--- config.mk ---
export PLATFORM = sky130hd
export DESIGN_NAME = ctcp_timer
export DESIGN_NICKNAME = d
export VERILOG_FILES = /design/src/hw/ctcp_pkg.sv /design/src/hw/ctcp_timer.sv
export VERILOG_INCLUDE_DIRS = /design/src /design/src/hw
export SDC_FILE = /design/constraint.sdc
export NUM_CORES = 1
export LEC_CHECK = 0
export BUFFER_PORTS_ARGS = -buffer_cell sky130_fd_sc_hd__buf_4
export CAP_MARGIN = 20
export CORE_ASPECT_RATIO = 1.5
export CORE_UTILIZATION = 51
export DETAILED_ROUTE_END_ITERATION = 12
export PLACE_DENSITY_LB_ADDON = 0.08
export SYNTH_ARGS = -nofsm -noshare
export SYNTH_HDL_FRONTEND = slang
export SYNTH_SLANG_ARGS = --single-unit
export TNS_END_PERCENT = 5
--- constraint.sdc ---
create_clock -name core_clk_in -period 2.2 [get_ports core_clk_in]
set_input_delay 0.55 -clock core_clk_in [delete_from_list [all_inputs] [get_ports core_clk_in]]
set_output_delay 0.55 -clock core_clk_in [all_outputs]
set_load 0.1 [all_outputs]
--- src/hw/ctcp_params.svh ---
// Register offsets, field positions, reset values and timing counts of the compact timer.
// Assumes inclusion by the timer module only; byte addresses on a 32-bit APB.
`ifndef CTCP_PARAMS_SVH
`define CTCP_PARAMS_SVH

`define CTCP_OFS_CTRL0 8'h00
`define CTCP_OFS_CTRL1 8'h04
`define CTCP_OFS_CNT_LO 8'h08
`define CTCP_OFS_CNT_HI 8'h0C
`define CTCP_OFS_CMPA_LO 8'h10
`define CTCP_OFS_CMPA_HI 8'h14
`define CTCP_OFS_FLAGS 8'h18

`define CTCP_CTRL0_RST 8'h00
`define CTCP_CTRL1_RST 8'h00
`define CTCP_CMPA_RST 10'h000

// Control 0 fields
`define CTCP_C0_PAUSE 7
`define CTCP_C0_CKSEL_HI 6
`define CTCP_C0_CKSEL_LO 4
`define CTCP_C0_ENABLE 3
`define CTCP_C0_PERIOD_HI 2
`define CTCP_C0_PERIOD_LO 0
// Control 1 fields
`define CTCP_C1_MODE_HI 7
`define CTCP_C1_MODE_LO 6
`define CTCP_C1_PIN_HI 5
`define CTCP_C1_PIN_LO 4
`define CTCP_C1_INIT 3
`define CTCP_C1_INVERT 2
`define CTCP_C1_SWAP 1
`define CTCP_C1_CLRSEL 0
// Flag register fields
`define CTCP_FL_A 0
`define CTCP_FL_P 1

// Counter limits, coarse comparator step and clock divider ratios
`define CTCP_CNT_MAX 10'h3FF
`define CTCP_COARSE_STEP 128
`define CTCP_FULL_PERIOD 11'h400
`define CTCP_DIV_SYS 4
`define CTCP_DIV_HIGH_A 16
`define CTCP_DIV_HIGH_B 64

`endif

--- src/hw/ctcp_pkg.sv ---
// Types shared by the compact timer: modes, pin actions, clock choices.
// Assumes nothing beyond a SystemVerilog compiler.
package ctcp_pkg;
    typedef enum logic [1:0] {
        CTCP_MODE_COMPARE = 2'h0,
        CTCP_MODE_UNDEF = 2'h1,
        CTCP_MODE_PWM = 2'h2,
        CTCP_MODE_TIMER = 2'h3
    } ctcp_mode_t;

    typedef enum logic [1:0] {
        CTCP_PIN_KEEP = 2'h0,
        CTCP_PIN_LOW = 2'h1,
        CTCP_PIN_HIGH = 2'h2,
        CTCP_PIN_TOGGLE = 2'h3
    } ctcp_pin_action_t;

    typedef enum logic [2:0] {
        CTCP_CK_SYS_DIV4 = 3'h0,
        CTCP_CK_SYS = 3'h1,
        CTCP_CK_HIGH_DIV16 = 3'h2,
        CTCP_CK_HIGH_DIV64 = 3'h3,
        CTCP_CK_SUB_A = 3'h4,
        CTCP_CK_SUB_B = 3'h5,
        CTCP_CK_EXT_RISE = 3'h6,
        CTCP_CK_EXT_FALL = 3'h7
    } ctcp_clk_sel_t;
endpackage : ctcp_pkg

--- src/hw/ctcp_timer.sv ---
// Compact 10-bit timer with compare-match, timer and edge-aligned PWM modes, APB registers.
// Assumes one clock, all inputs synchronous to it, tick inputs one cycle wide.
//
// What this block does
// - Counter low byte reads counter bits 7..0
// - Counter high byte: bits 9..8, rest zero
// - Compare A low byte, read/write, resets zero
// - Compare A high byte bits 9..8, rest zero
// - Mode 00, clear-select low: P-match/overflow clears, flags
// - Clear-select high: A match clears, no P flag
// - Clear-select high, compare A zero: overflow at 3FF, no flag
// - Compare mode: pin follows A match only
// - A match drives pin low, high, toggle, keep
// - Enable rising loads pin initial level
// - Timer mode counts like compare, pin unused
// - PWM ignores clear-select; period match clears counter
// - No swap: period coarse value, duty compare A
// - Swap: period compare A, duty coarse value
// - Duty at or above period gives 100%
// - PWM raises both flags on their matches
// - PWM polarity, pin action, output inversion
// - PWM keeps running while pin forced
// - Coarse value compared with counter bits 9..7
// - Enable rise zeroes counter; fall holds it
// - Pause holds counter, resume continues
// - Count clock chosen by clock select
`include "ctcp_params.svh"

module ctcp_timer
    import ctcp_pkg::*;
(
    input wire logic core_clk_in,
    input wire logic rst_n_in,
    input wire logic psel_in,
    input wire logic penable_in,
    input wire logic pwrite_in,
    input wire logic [7:0] paddr_in,
    input wire logic [31:0] pwdata_in,
    output logic [31:0] prdata_out,
    output logic pready_out,
    output logic pslverr_out,
    input wire logic high_clk_tick_in,
    input wire logic sub_clk_tick_in,
    input wire logic external_count_clock_pin_in,
    output logic timer_pin_out,
    output logic timer_pin_oe_out,
    output logic compare_a_flag_out,
    output logic compare_p_flag_out
);

    // Coarse value to a clock count: zero stands for the full 1024 range
    function automatic logic [10:0] ctcp_coarse_len(input logic [2:0] v);
        if (v == 3'h0) begin
            return `CTCP_FULL_PERIOD;
        end
        return {1'b0, v, 7'h00};
    endfunction

    logic [7:0] ctrl0_q;
    logic [7:0] ctrl1_q;
    logic [9:0] cmpa_q;
    logic [9:0] cnt_q;
    logic flag_a_q;
    logic flag_p_q;
    logic pin_level_q;
    logic pin_q;
    logic pin_oe_q;
    logic en_prev_q;
    logic ext_prev_q;
    logic [1:0] sys_div_q;
    logic [5:0] high_div_q;
    logic pready_q;
    logic pslverr_q;
    logic [31:0] prdata_q;

    ctcp_mode_t mode;
    ctcp_pin_action_t pin_act;
    ctcp_clk_sel_t ck_sel;
    logic [2:0] coarse;
    logic enable;
    logic en_rise;
    logic tick;
    logic run;
    logic [9:0] cnt_inc;
    logic overflow;
    logic a_hit;
    logic p_hit;
    logic clr_cnt;
    logic set_a;
    logic set_p;
    logic [10:0] period_len;
    logic [10:0] duty_len;
    logic pwm_active;
    logic pwm_level;
    logic pin_d;
    logic wr_en;
    logic rd_phase;
    logic addr_ok;
    logic [31:0] rdata_d;

    assign mode = ctcp_mode_t'(ctrl1_q[`CTCP_C1_MODE_HI:`CTCP_C1_MODE_LO]);
    assign pin_act = ctcp_pin_action_t'(ctrl1_q[`CTCP_C1_PIN_HI:`CTCP_C1_PIN_LO]);
    assign ck_sel = ctcp_clk_sel_t'(ctrl0_q[`CTCP_C0_CKSEL_HI:`CTCP_C0_CKSEL_LO]);
    assign coarse = ctrl0_q[`CTCP_C0_PERIOD_HI:`CTCP_C0_PERIOD_LO];
    assign enable = ctrl0_q[`CTCP_C0_ENABLE];
    assign en_rise = enable & ~en_prev_q;

    // Count clock selection; all sources become one-cycle enables of core_clk_in
    always_comb begin
        case (ck_sel)
            CTCP_CK_SYS_DIV4: tick = (sys_div_q == 2'(`CTCP_DIV_SYS - 1));
            CTCP_CK_SYS: tick = 1'b1;
            CTCP_CK_HIGH_DIV16: tick = high_clk_tick_in &
                (high_div_q[3:0] == 4'(`CTCP_DIV_HIGH_A - 1));
            CTCP_CK_HIGH_DIV64: tick = high_clk_tick_in &
                (high_div_q == 6'(`CTCP_DIV_HIGH_B - 1));
            CTCP_CK_SUB_A, CTCP_CK_SUB_B: tick = sub_clk_tick_in;
            CTCP_CK_EXT_RISE: tick = external_count_clock_pin_in & ~ext_prev_q;
            default: tick = ~external_count_clock_pin_in & ext_prev_q;
        endcase
    end

    always_ff @(posedge core_clk_in or negedge rst_n_in) begin
        if (!rst_n_in) begin
            sys_div_q <= 2'h0;
            high_div_q <= 6'h00;
            ext_prev_q <= 1'b0;
        end else begin
            sys_div_q <= sys_div_q + 2'h1;
            if (high_clk_tick_in) begin
                high_div_q <= high_div_q + 6'h01;
            end
            ext_prev_q <= external_count_clock_pin_in;
        end
    end

    // Comparators look at the value the counter is about to take
    assign run = enable & ~ctrl0_q[`CTCP_C0_PAUSE] & tick & ~en_rise;
    assign cnt_inc = cnt_q + 10'h001;
    assign overflow = (cnt_q == `CTCP_CNT_MAX);
    assign a_hit = (cnt_inc == cmpa_q);
    assign p_hit = (coarse == 3'h0) ? overflow :
        ((cnt_inc[9:7] == coarse) && (cnt_inc[6:0] == 7'h00));

    // Clear source and flag events per mode
    always_comb begin
        clr_cnt = 1'b0;
        set_a = 1'b0;
        set_p = 1'b0;
        if (mode == CTCP_MODE_PWM) begin
            set_a = run & a_hit;
            set_p = run & p_hit;
            if (ctrl1_q[`CTCP_C1_SWAP]) begin
                clr_cnt = run & a_hit & (cmpa_q != 10'h000);
            end else begin
                clr_cnt = run & p_hit;
            end
        end else if (ctrl1_q[`CTCP_C1_CLRSEL]) begin
            // Zero compare A would match only at wrap; let it overflow silently
            set_a = run & a_hit & (cmpa_q != 10'h000);
            clr_cnt = set_a;
        end else begin
            set_a = run & a_hit;
            set_p = run & p_hit;
            clr_cnt = set_p;
        end
    end

    always_ff @(posedge core_clk_in or negedge rst_n_in) begin
        if (!rst_n_in) begin
            cnt_q <= 10'h000;
            en_prev_q <= 1'b0;
        end else begin
            en_prev_q <= enable;
            if (en_rise) begin
                cnt_q <= 10'h000;
            end else if (clr_cnt) begin
                cnt_q <= 10'h000;
            end else if (run) begin
                cnt_q <= cnt_inc;
            end
        end
    end

    // PWM lengths; duty at or past period saturates to always active
    assign period_len = ctrl1_q[`CTCP_C1_SWAP] ? {1'b0, cmpa_q} : ctcp_coarse_len(coarse);
    assign duty_len = ctrl1_q[`CTCP_C1_SWAP] ? ctcp_coarse_len(coarse) : {1'b0, cmpa_q};
    assign pwm_active = (duty_len >= period_len) || ({1'b0, cnt_q} < duty_len);
    assign pwm_level = pwm_active ? ctrl1_q[`CTCP_C1_INIT] : ~ctrl1_q[`CTCP_C1_INIT];

    // Compare-mode pin level, set by enable rising, moved only by A events
    always_ff @(posedge core_clk_in or negedge rst_n_in) begin
        if (!rst_n_in) begin
            pin_level_q <= 1'b0;
        end else if (en_rise) begin
            pin_level_q <= ctrl1_q[`CTCP_C1_INIT];
        end else if (set_a && mode == CTCP_MODE_COMPARE) begin
            case (pin_act)
                CTCP_PIN_LOW: pin_level_q <= 1'b0;
                CTCP_PIN_HIGH: pin_level_q <= 1'b1;
                CTCP_PIN_TOGGLE: pin_level_q <= ~pin_level_q;
                default: pin_level_q <= pin_level_q;
            endcase
        end
    end

    // Pin drive; PWM counting carries on whatever the pin shows
    always_comb begin
        pin_d = pin_level_q;
        if (mode == CTCP_MODE_PWM) begin
            case (pin_act)
                CTCP_PIN_LOW: pin_d = ctrl1_q[`CTCP_C1_INIT];
                CTCP_PIN_HIGH: pin_d = pwm_level;
                default: pin_d = ~ctrl1_q[`CTCP_C1_INIT];
            endcase
        end
    end

    always_ff @(posedge core_clk_in or negedge rst_n_in) begin
        if (!rst_n_in) begin
            pin_q <= 1'b0;
            pin_oe_q <= 1'b0;
        end else begin
            pin_q <= pin_d ^ ctrl1_q[`CTCP_C1_INVERT];
            pin_oe_q <= (mode != CTCP_MODE_TIMER);
        end
    end

    // APB: one wait state so read data leaves a flop
    assign rd_phase = psel_in & penable_in & ~pready_q;
    assign wr_en = psel_in & penable_in & pready_q & pwrite_in & ~pslverr_q;

    always_comb begin
        addr_ok = 1'b1;
        rdata_d = 32'h0000_0000;
        if (paddr_in == `CTCP_OFS_CTRL0) begin
            rdata_d[7:0] = ctrl0_q;
        end else if (paddr_in == `CTCP_OFS_CTRL1) begin
            rdata_d[7:0] = ctrl1_q;
        end else if (paddr_in == `CTCP_OFS_CNT_LO) begin
            rdata_d[7:0] = cnt_q[7:0];
        end else if (paddr_in == `CTCP_OFS_CNT_HI) begin
            rdata_d[1:0] = cnt_q[9:8];
        end else if (paddr_in == `CTCP_OFS_CMPA_LO) begin
            rdata_d[7:0] = cmpa_q[7:0];
        end else if (paddr_in == `CTCP_OFS_CMPA_HI) begin
            rdata_d[1:0] = cmpa_q[9:8];
        end else if (paddr_in == `CTCP_OFS_FLAGS) begin
            rdata_d[`CTCP_FL_A] = flag_a_q;
            rdata_d[`CTCP_FL_P] = flag_p_q;
        end else begin
            addr_ok = 1'b0;
        end
    end

    always_ff @(posedge core_clk_in or negedge rst_n_in) begin
        if (!rst_n_in) begin
            pready_q <= 1'b0;
            pslverr_q <= 1'b0;
            prdata_q <= 32'h0000_0000;
        end else begin
            pready_q <= rd_phase;
            pslverr_q <= rd_phase & ~addr_ok;
            if (rd_phase) begin
                prdata_q <= (addr_ok && !pwrite_in) ? rdata_d : 32'h0000_0000;
            end
        end
    end

    // Writes to read-only counter bytes are quietly dropped
    always_ff @(posedge core_clk_in or negedge rst_n_in) begin
        if (!rst_n_in) begin
            ctrl0_q <= `CTCP_CTRL0_RST;
            ctrl1_q <= `CTCP_CTRL1_RST;
            cmpa_q <= `CTCP_CMPA_RST;
        end else if (wr_en) begin
            if (paddr_in == `CTCP_OFS_CTRL0) begin
                ctrl0_q <= pwdata_in[7:0];
            end else if (paddr_in == `CTCP_OFS_CTRL1) begin
                ctrl1_q <= pwdata_in[7:0];
            end else if (paddr_in == `CTCP_OFS_CMPA_LO) begin
                cmpa_q[7:0] <= pwdata_in[7:0];
            end else if (paddr_in == `CTCP_OFS_CMPA_HI) begin
                cmpa_q[9:8] <= pwdata_in[1:0];
            end
        end
    end

    // Sticky flags, write one to clear; a same-cycle event wins
    always_ff @(posedge core_clk_in or negedge rst_n_in) begin
        if (!rst_n_in) begin
            flag_a_q <= 1'b0;
            flag_p_q <= 1'b0;
        end else begin
            if (set_a) begin
                flag_a_q <= 1'b1;
            end else if (wr_en && paddr_in == `CTCP_OFS_FLAGS && pwdata_in[`CTCP_FL_A]) begin
                flag_a_q <= 1'b0;
            end
            if (set_p) begin
                flag_p_q <= 1'b1;
            end else if (wr_en && paddr_in == `CTCP_OFS_FLAGS && pwdata_in[`CTCP_FL_P]) begin
                flag_p_q <= 1'b0;
            end
        end
    end

    assign prdata_out = prdata_q;
    assign pready_out = pready_q;
    assign pslverr_out = pslverr_q;
    assign timer_pin_out = pin_q;
    assign timer_pin_oe_out = pin_oe_q;
    assign compare_a_flag_out = flag_a_q;
    assign compare_p_flag_out = flag_p_q;

endmodule // ctcp_timer

==> metrics.txt, run 1 <==
status=finished with violations; failing checks=negative setup slack; total gr overflow=0; Critical Path AT=2.56 ns; pre-CTS WS=-0.1959 ns; Yosys reg bits=61; row cnt=40; top-count cell post-synth=dfrtp_1; Post-Route WL=~13000 um; critical-path cell list=buf_6, ha_4, nand3_4, buf_4, nor2_1, or3_4, and4b_4, a32oi_4, buf_12, a31oi_1, a31oi_1; vias=4150; core box area=0.008108 mm^2; PnR Total Power=3226 uW; synthesized area per cell=8.848 um^2; clock buffer depth=2; min-delay worst type=input port to asynchronous set/reset pin; dpl hpwl=between 9000 and 10000 um; Seq/Total Area, Yosys=35.35%; Detailed Route Iter0 Violations=approximately 330; RSZ-0062 raised after global routing=yes; Vias per Instance=approximately 6; largest net degree at the start of global routing=37; first-pass GRT wire length=20380 um; TritonCTS Buffers=9; Crit-path slowest cell=dfrtp_2; Worst-Skew Late Latency=around 0.34 ns; MaxCap Viol Count=0; Final Wtd Congestion=approximately 0.94; Mapped Cells=488; post-synth top area share=35.35%; Post-synth EDFFs=0; clk_skew=0.005046 ns; top post-synthesis cells by area=dfrtp_1 35%, ha_1 4.9%, nand2_1 4.9%; PortBufs=37; Slew headroom=64.12%; final hold violation count=0; top cell type by total area after synthesis=dfrtp_1; Worst EP required=2.45 ns; final net count=between 600 and 700; worst-path fanout max=16; setup ws final=-0.1179 ns; static leakage=0.002593 uW; Die Height=roughly 110 um; share of post-route cells with drive strength above 1=29.98%; slowest stage delay, CP=roughly 0.45 ns; Starting Density=between 50% and 60%; mapped cell area=around 0.0043 mm^2; TritonCTS clock tree=done; Synth Flop Type=dfrtp_1; Area Overhead vs Synth=29.61%; Total GRT Usage=30.43%; CTS sink count=around 60; finished layout cell area=~0.0056 mm^2; crit start category=register; H-tree levels=3; Root Buffer=clkbuf_16; Max VDD drop=between 400 and 500 uV; post-route clock period utilization=105.4%; Avg WL per Cell=18.73 um; Area after DPL=0.005211 mm^2; Worst Tran Pin Value=0.5383 ns; drt drc=0; r2r setup slk=-0.12 ns; pwr dens=576.4 mW/mm^2; number of antenna violations at the first check in global routing=0; critical path type=register to register; vias in the first global route=~4100; Setup violations, final=12; Most common cell on crit path=a31oi_1; Max Slew Vio Count=0; Ports=86; post-synth cell types=69; yosys warns=0; chip width=77.13 um; crit path time final=2.318 ns; ys async rst share=100.0%; Max Clk Rate=0.4314 GHz; Worst Setup End Kind=register; ANT cells=0; Die ar.=roughly 0.0088 mm^2; Commonest cells post-synth=61 x dfrtp_1, 56 x nand2_1, 26 x a21oi_1, 26 x nor2_1, 25 x buf_4; First-pass DRT Iterations=5; post-route ant nets=0; Reg clk slew, reported paths=0.06 ns
==> critical path: cells and delay by family, from the launching register on <==
kind,cells,cell delay (ns)
compound gates,3,0.43
fa+ha+maj,1,0.18
buf+inv,3,0.45
flops,1,0.45
simple gates,4,0.71
==> flip-flops by register name (all words and copies together), names as in the netlist <==
register            count
pslverr_out             1
compare_p_flag_out      1
ext_prev_q              1
en_prev_q               1
ctrl1_q                 8
high_div_q              6
compare_a_flag_out      1
sys_div_q               2
prdata_out              8
cmpa_q                 10
cnt_q                  10
pin_level_q             1
timer_pin_oe_out        1
pready_out              1
timer_pin_out           1
ctrl0_q                 8
==> cells by family (layout without fill, tap and decap cells) <==
| family | Yosys count | after routing | share of synthesized area, % |
|---|---|---|---|
| simple gates | 174 | 174 | 21.41 |
| compound gates | 122 | 122 | 19.24 |
| buf+inv | 69 | 145 | 8.693 |
| flops | 61 | 61 | 35.35 |
| mux | 28 | 28 | 7.041 |
| fa+ha+maj | 17 | 17 | 4.926 |
| xor+xnor | 16 | 16 | 3.246 |
| other cells | 1 | 24 | 0.08685 |
==> worst paths after layout <==
check / startpoint / to / depth (start not counted)
max: cnt_q[0]$_DFFE_PN0P_ / cnt_q[8]$_DFFE_PN0P_ / 11
min: rst_n_in / cnt_q[3]$_DFFE_PN0P_ / 1
max reg2reg: cnt_q[0]$_DFFE_PN0P_ / cnt_q[8]$_DFFE_PN0P_ / 11
min reg2reg: sys_div_q[0]$_DFF_PN0_ / sys_div_q[0]$_DFF_PN0_ / 1
max in group asynchronous: rst_n_in / cmpa_q[4]$_DFFE_PN0P_ / 2
min in group core_clk_in: external_count_clock_pin_in / ext_prev_q$_DFF_PN0_ / 1
==> layout by cell type, fill, tap and decap left out, types with 6 or more instances in the layout <==
master	Yosys	final
mux2_2	13	13
nand4_1	8	8
nor3b_1	6	6
o21ai_0	18	16
dfrtp_1	61	58
nand2b_1	13	13
nor3_1	8	6
a21oi_1	26	24
and2_1	6	6
conb_1	1	24
o31ai_1	8	7
clkbuf_16	0	9
o21ai_1	7	8
nand2_1	56	56
mux2_1	6	6
ha_1	17	15
nor2b_1	6	6
mux2i_1	9	8
o22ai_1	12	12
a31oi_1	16	15
nand3_1	14	13
buf_4	25	105
xor2_1	7	7
xnor2_1	9	9
inv_1	14	14
nor2_1	26	26
==> per-stage QoR <==
| stage | hold slack, ns | std cells | util (%) | TNS [ns] |
|---|---|---|---|---|
| finish | 0.1905 | 692 | 69.03 | -0.8810 |
| global placement | 0.4131 | 676 | 64.27 | -1.858 |
| detailed placement | 0.4301 | 676 | 64.27 | -2.317 |
| CTS | 0.2105 | 692 | 68.58 | -1.257 |
| global route | 0.2261 | 692 | 69.03 | -2.029 |
| floorplan | 0.2544 | 511 | - | -0.6722 |
==> area by class of cell <==
type	count	area, um^2
Sequential cell	61	1530
Inverter	16	60.06
Fill cell	666	2511
Multi-Input combinational cell	381	2636
Timing Repair Buffer	113	922.1
Tap cell	105	131.4
Clock buffer	10	229.0
Clock inverter	6	87.58
==> report_power, final <==
| group | leakage [uW] | internal (uW) | switching [uW] |
|---|---|---|---|
| logic | 0.00161 | 144 | 322 |
| registers | 0.000822 | 1190 | 50.7 |
| clock network | 0.000156 | 991 | 533 |
==> timing repair <==
item | CTS | global route
resized for setup | 10 | 7
hold buffers | 0 | 0
pin swaps | 9 | 8
buffers inserted | 0 | 0
setup endpoints to repair | 12 | 14
==> routing by layer <==
metal / share of wire, % / GRT usage (%) / vias up
li1: - / - / 1923
met1: 38 / 32.84 / 2013
met2: 52 / 55.22 / 170
met3: 5.0 / 4.542 / 44
met4: 5.2 / 18.99 / 0
met5: 0 / 0 / -
Note: power is estimated with default switching activity, not from simulation.
==> run 2, diff against run 1 <==
- ABC_AREA: unset -> 1
- CORE_UTILIZATION: 51 -> 50
==> run 2 against run 1 <==
  * The flow now finishes without violations
  * Maximum frequency increased by 9.6%
  * Sequential cell count unchanged
  * Global-route usage decreased by 3.5 points
  * Die area decreased by 2.5%
  * Synthesized area decreased by 4.5%
  * Critical endpoint is now cnt_q[1]$_DFFE_PN0P_
  * Largest cell class unchanged
  * Largest power group unchanged
==> metrics.txt, run 2 <==
min-delay worst type=input port to asynchronous set/reset pin (unchanged); yosys warns=0 (unchanged); final net count=707 (was 647); TritonCTS Buffers=9 (unchanged); CTS sink count=61 (unchanged); critical path type=register to register (unchanged); largest registers=cmpa_q (10), cnt_q (10) (unchanged); first-pass GRT wire length=17670 um (was 20380 um); Area Overhead vs Synth=24.67% (was 29.61%); Root Buffer=clkbuf_16 (unchanged); Detailed Route Iter0 Violations=273 (was 326); TritonCTS clock tree=done (unchanged); post-route ant nets=0 (unchanged); status=finished, final reports clean (was finished with violations); Vias per Instance=5.355 (was 5.997); Commonest cells post-synth=159 x nand2_1, 78 x inv_1, 61 x dfrtp_1 (was 61 x dfrtp_1, 56 x nand2_1, 26 x a21oi_1, 26 x nor2_1, 25 x buf_4); Starting Density=51.50% (was 53.26%); MaxCap Viol Count=0 (unchanged); r2r setup slk=0.09 ns (was -0.12 ns); post-synth top area share=37.01% (was 35.35%); static leakage=0.002612 uW (was 0.002593 uW); Total GRT Usage=26.89% (was 30.43%); dpl hpwl=8487 um (was 9844 um); Area after DPL=0.004602 mm^2 (was 0.005211 mm^2); PortBufs=37 (unchanged); Crit-path slowest cell=dfrtp_2 (unchanged); top-count cell post-synth=nand2_1 (was dfrtp_1); Seq/Total Area, Yosys=37.01% (was 35.35%); Worst Reg2Reg Path Length in Cells=16 (was 11); drt drc=0 (unchanged); mapped cell area=0.004124 mm^2 (was 0.004318 mm^2); core box area=0.008008 mm^2 (was 0.008108 mm^2); cell family with most CP delay=simple AND/OR/NAND/NOR gates (unchanged); finished layout cell area=0.005141 mm^2 (was 0.005597 mm^2); vias in the first global route=3732 (was 4089); RSZ-0062 raised after global routing=yes (unchanged); Die ar.=0.008622 mm^2 (was 0.008846 mm^2); Worst-Skew Late Latency=0.33 ns (was 0.34 ns); post-synth cell types=38 (was 69); Max VDD drop=744.2 uV (was 492.3 uV); Most common cell on crit path=nand2_1 (was a31oi_1); commonest non-fill, non-tap cell in the layout=nand2_1 (was buf_4); vias=4027 (was 4150); Worst Tran Pin Value=0.7791 ns (was 0.5383 ns); Worst Path Buf+Inv=4 (was 3); pwr dens=621.2 mW/mm^2 (was 576.4 mW/mm^2); total gr overflow=0 (unchanged); Finished Core Util=64.20% (was 69.03%); Final Wtd Congestion=0.9790 (was 0.9421); final hold violation count=0 (unchanged); Worst EP required=2.41 ns (was 2.45 ns); largest net degree at the start of global routing=62 (was 37); Post-Route WL=11490 um (was 12960 um); reg-to-reg startpoint=cnt_q[1]$_DFFE_PN0P_ (was cnt_q[0]$_DFFE_PN0P_); Setup violations, final=0 (was 12); Yosys reg bits=61 (unchanged); ys async rst share=100.0% (unchanged); H-tree levels=3 (unchanged); post-route clock period utilization=96.13% (was 105.4%); share of post-route cells with drive strength above 1=21.64% (was 29.98%); ANT cells=0 (unchanged); Avg WL per Cell=15.28 um (was 18.73 um); clock buffer depth=2 (unchanged); number of antenna violations at the first check in global routing=0 (unchanged); Reg clk slew, reported paths=0.05 ns (was 0.06 ns); chip width=76.15 um (was 77.13 um); row cnt=40 (unchanged); Ports=86 (unchanged); Worst Setup End Kind=register (unchanged); Mapped Cells=567 (was 488); top cell type by total area after synthesis=dfrtp_1 (unchanged); PnR Total Power=3194 uW (was 3226 uW); crit path time final=2.115 ns (was 2.318 ns); Critical Path AT=2.33 ns (was 2.56 ns); Post-CTS Hold Buffers=0 (unchanged); worst-path fanout max=5 (was 16); Die Height=113.2 um (was 114.7 um); Synth Flop Type=dfrtp_1 (unchanged); crit start category=register (unchanged); Max Clk Rate=0.4729 GHz (was 0.4314 GHz); slowest stage delay, CP=0.42 ns (was 0.45 ns); most frequent cells in the layout=156 x nand2_1, 76 x inv_1, 69 x buf_4, 54 x dfrtp_1, 37 x o21ai_0 (was 105 x buf_4, 58 x dfrtp_1, 56 x nand2_1, 26 x nor2_1); First-pass DRT Iterations=5 (unchanged); synthesized area per cell=7.273 um^2 (was 8.848 um^2); clk_skew=0.006258 ns (was 0.005046 ns); Max Slew Vio Count=0 (unchanged); top post-synthesis cells by area=dfrtp_1 37%, nand2_1 14%, inv_1 7.1% (was dfrtp_1 35%, ha_1 4.9%, nand2_1 4.9%); Post-synth EDFFs=0 (unchanged); Reg-to-Reg End=cnt_q[1]$_DFFE_PN0P_ (was cnt_q[8]$_DFFE_PN0P_); Slew headroom=48.06% (was 64.12%); critical-path cell list=ha_2, nand2_2, inv_2, nand2_1, inv_2, nand2_1, nand2_1, inv_1, nand2_1, nand2_1, inv_1, nand2_1, nor2_4, nand4_4, nand4_1, nand2_1 (was buf_6, ha_4, nand3_4, buf_4, nor2_1, or3_4, and4b_4, a32oi_4, buf_12, a31oi_1, a31oi_1)
==> run 2: changes by cell type after synthesis, sizes merged, moves of 9 or more <==
cell and change:
o21ai +17, a31oi -16, mux2 -19, clkbuf -11, buf -10, mux2i -9
inv +67, nand3 +27, a21oi -10, nor2 +12, nand4 +13, nand2b -13
nand2 +108
==> run 2: worst max-delay path by stage <==
| stage | from | end | slack (ns) | depth (start not counted) |
|---|---|---|---|---|
| after floorplan | pready_out$_DFF_PN0_ | ctrl1_q[5]$_DFFE_PN0P_ | 0.08 | 6 |
| after CTS | cnt_q[1]$_DFFE_PN0P_ | cnt_q[1]$_DFFE_PN0P_ | 0.01 | 10 |
| after detailed placement | ctrl1_q[1]$_DFFE_PN0P_ | timer_pin_out$_DFF_PN0_ | -0.01 | 14 |
| after global placement | ctrl1_q[1]$_DFFE_PN0P_ | timer_pin_out$_DFF_PN0_ | 0.02 | 14 |
| after global routing | cnt_q[0]$_DFFE_PN0P_ | pin_level_q$_DFFE_PN0P_ | -0.06 | 12 |
| final | cnt_q[1]$_DFFE_PN0P_ | cnt_q[1]$_DFFE_PN0P_ | 0.09 | 16 |
==> run 2: final cells by class <==
type,instances,area [um^2]
fill,714,2867
multi-input combinational,414,2286
sequential,61,1535
timing repair buffer,71,540.5
inverter,85,321.6
clock buffer,12,256.5
tap,105,131.4
clock inverter,4,70.07
==> run 2: kinds of logic after synthesis <==
logic type                 share of synthesized area, %
and+or+nand+nor                                   30.73
other                                           0.09093
adders and majority gates                         5.158
AOI/OAI and AO/OA                                 10.95
xor gates and xnor gates                          2.973
buffers and inverters                             13.08
DFF                                               37.01
==> run 2: timing repair <==
| item | 4_1_cts | 5_1_grt |
|---|---|---|
| gates resized for setup | 1 | 39 |
| buffers inserted | 0 | 7 |
| pin swaps | 0 | 15 |
| cloned | 0 | 2 |
| endpoints found under the setup margin | 1 | 13 |
| hold endpoints to repair | 0 | 0 |
==> run 2: where the power goes <==
group | internal (uW) | total (uW) | switching [uW]
clock network | 1050 | 1530 | 482
registers | 1190 | 1240 | 53.5
logic | 96.5 | 421 | 325
total | 2330 | 3190 | 860
==> run 2: per-stage QoR <==
step	std cells	setup WS, ns	TNS (ns)	hold WS [ns]
detailed placement	727	-0.01247	-0.01247	0.4195
finish	752	0.08520	0	0.2936
global route	752	-0.06303	-0.1924	0.3432
global placement	727	0.01685	0	0.4065
floorplan	590	0.07832	0	0.2544
CTS	743	0.01227	0	0.3248
==> run 2: per-layer routing <==
metal	track usage [%]	up-vias	part of all wire, %
met5	0	-	0
met4	15.00	0	3.7
met3	4.516	35	4.5
met2	50.30	161	54
met1	28.41	1878	38
li1	-	1953	-
==> run 3, diff against run 2 <==
- HOLD_SLACK_MARGIN: unset -> 0.1
- PLACE_DENSITY: unset -> 0.77
- PLACE_DENSITY_LB_ADDON: 0.08 -> unset
==> run 3 against run 2 <==
  * Setup slack improved by 0.039 ns
  * Sequential cell count is the same
  * Clock power hardly changed
  * Combinational power hardly changed
  * Utilization decreased by 1.1 points
==> metrics.txt, run 3 (synthesis results as in run 2) <==
Ports=86 (unchanged); CTS sink count=61 (unchanged); first-pass GRT wire length=18080 um (was 17670 um); Avg WL per Cell=15.56 um (was 15.28 um); clk_skew=0.004763 ns (was 0.006258 ns); r2r setup slk=0.12 ns (was 0.09 ns); clock share of power=48.0% (was 47.9%); number of antenna violations at the first check in global routing=0 (unchanged); combinational group share of total power=13.2% (about the same); most frequent cells in the layout=158 x nand2_1, 75 x inv_1, 61 x buf_4, 54 x dfrtp_1, 38 x o21ai_0 (was 156 x nand2_1, 76 x inv_1, 69 x buf_4, 54 x dfrtp_1, 37 x o21ai_0); critical-path cell list=buf_6, nand2_1, o21ai_4, ha_1, nand4_1, nand2_1, a21oi_2, nand3_1, nand2_1, nand2_1, nand3_1, nand2_1, nand2_1, nand2_1, nand2_1, nand2_1 (was ha_2, nand2_2, inv_2, nand2_1, inv_2, nand2_1, nand2_1, inv_1, nand2_1, nand2_1, inv_1, nand2_1, nor2_4, nand4_4, nand4_1, nand2_1); Max VDD drop=756.4 uV (was 744.2 uV); Worst Tran Pin Value=0.7831 ns (was 0.7791 ns); post-route ant nets=0 (unchanged); slowest stage delay, CP=0.48 ns (was 0.42 ns); vias=4054 (was 4027); min-delay worst type=input port to asynchronous set/reset pin (unchanged); share of post-route cells with drive strength above 1=20.34% (was 21.64%); Worst-Skew Late Latency=0.34 ns (was 0.33 ns); Die Height=113.2 um (unchanged); Worst Path Buf+Inv=1 (was 4); Critical Path AT=2.30 ns (was 2.33 ns); cell family with most CP delay=simple AND/OR/NAND/NOR gates (unchanged); Final Wtd Congestion=0.9345 (was 0.9790); ANT cells=0 (unchanged); MaxCap Viol Count=0 (unchanged); TritonCTS clock tree=done (unchanged); First-pass DRT Iterations=6 (was 5); Root Buffer=clkbuf_16 (unchanged); Reg clk slew, reported paths=0.05 ns (about the same); Total GRT Usage=27.66% (was 26.89%); Finished Core Util=63.06% (was 64.20%); static leakage=0.002573 uW (was 0.002612 uW); largest net degree at the start of global routing=62 (unchanged); Most common cell on crit path=nand2_1 (unchanged); Internal=2303 uW (was 2334 uW); TritonCTS Buffers=9 (unchanged); final hold violation count=0 (unchanged); post-route clock period utilization=94.34% (was 96.13%); PortBufs=37 (unchanged); Vias per Instance=5.449 (was 5.355); status=finished, final reports clean (unchanged); H-tree levels=3 (unchanged); pre-CTS WS=-0.03249 ns (was -0.01247 ns); Starting Density=51.50% (unchanged); Post-CTS Hold Buffers=0 (unchanged); share of power burned in registers=38.8% (was 38.9%); worst-path fanout max=6 (was 5); Die ar.=0.008622 mm^2 (unchanged); Slew headroom=47.80% (was 48.06%); row cnt=40 (unchanged); Detailed Route Iter0 Violations=332 (was 273); Min Hold Slack=0.2789 ns (was 0.2936 ns); Fin Setup TNS=0 ns (unchanged); Max Slew Vio Count=0 (unchanged); sw frac=28.08% (was 26.94%); Crit-path slowest cell=dfrtp_2 (unchanged); crit start category=register (unchanged); commonest non-fill, non-tap cell in the layout=nand2_1 (unchanged); largest registers=cmpa_q (10), cnt_q (10) (unchanged); core box area=0.008008 mm^2 (unchanged); Post-Route WL=11570 um (was 11490 um); crit path time final=2.076 ns (was 2.115 ns); chip width=76.15 um (unchanged); setup ws final=0.1245 ns (was 0.08520 ns); Max Clk Rate=0.4818 GHz (was 0.4729 GHz); Area Overhead vs Synth=22.45% (was 24.67%); critical path type=register to register (unchanged); vias in the first global route=3792 (was 3732); Worst Setup End Kind=register (unchanged); Worst EP required=2.43 ns (was 2.41 ns); final net count=699 (was 707); drt drc=0 (unchanged); Setup violations, final=0 (unchanged); total gr overflow=0 (unchanged); pwr dens=634.3 mW/mm^2 (was 621.2 mW/mm^2); clock buffer depth=2 (unchanged); NetSw=899.5 uW (was 860.4 uW); dpl hpwl=8719 um (was 8487 um)
run 3: layout make-up:
class,instances,area (um^2)
Fill cell,713,2958
Multi-Input combinational cell,412,2225
Sequential cell,61,1535
Timing Repair Buffer,65,511.7
Inverter,85,321.6
Clock buffer,10,239.0
Tap cell,105,131.4
Clock inverter,6,86.33
run 3: final timing paths:
kind	cells past startpoint	end	from
worst max-delay path	16	timer_pin_out$_DFF_PN0_	ctrl1_q[1]$_DFFE_PN0P_
worst min-delay path	1	compare_p_flag_out$_DFFE_PN0P_	rst_n_in
worst max register to register	16	timer_pin_out$_DFF_PN0_	ctrl1_q[1]$_DFFE_PN0P_
worst min register to register	1	sys_div_q[0]$_DFF_PN0_	sys_div_q[0]$_DFF_PN0_
max in group asynchronous	1	cnt_q[5]$_DFFE_PN0P_	rst_n_in
min in group core_clk_in	1	ext_prev_q$_DFF_PN0_	external_count_clock_pin_in
run 3: stage by stage:
step	std cells	power (uW)	area, um^2
finish	744	3203	5050
global route	744	3306	5050
CTS	742	3230	4933
detailed placement	726	1683	4607
global placement	726	1667	4607
floorplan	590	1608	4210
run 3: repair_timing:
item | 4_1_cts | 5_1_grt
endpoints found under the setup margin | 1 | 12
pin swaps | 0 | 9
hold endpoints to repair | 0 | 0
buffers inserted | 0 | 2
resized for setup | 2 | 33
run 3: power by group through the flow:
| stage | Clock [uW] | Sequential [uW] | Combinational (uW) |
|---|---|---|---|
| 6_report | 1540 | 1240 | 423 |
| 2_1_floorplan | 0 | 1280 | 332 |
| 3_5_place_dp | 0 | 1260 | 423 |
| 4_1_cts | 1560 | 1240 | 425 |
| 3_3_place_gp | 0 | 1260 | 410 |
| 5_1_grt | 1600 | 1250 | 457 |
run 3: per-layer routing:
metal  global-route usage, %  vias to the layer above  routed length, um
met5                       0                        -                  0
met4                   21.54                        0                699
met3                   3.306                       50                461
met2                   50.36                      154               6168
met1                   28.80                     1916               4246
li1                        -                     1934                  -
run 3: worst reg2reg max path, cell delays in order, from the launching register on:
cell and delay, ns:
dfrtp_2 0.48, buf_6 0.16, nand2_1 0.10, o21ai_4 0.07
ha_1 0.29, nand4_1 0.09, nand2_1 0.09, a21oi_2 0.13
nand3_1 0.11, nand2_1 0.07, nand2_1 0.04, nand3_1 0.05
nand2_1 0.05, nand2_1 0.07, nand2_1 0.05, nand2_1 0.05
nand2_1 0.05
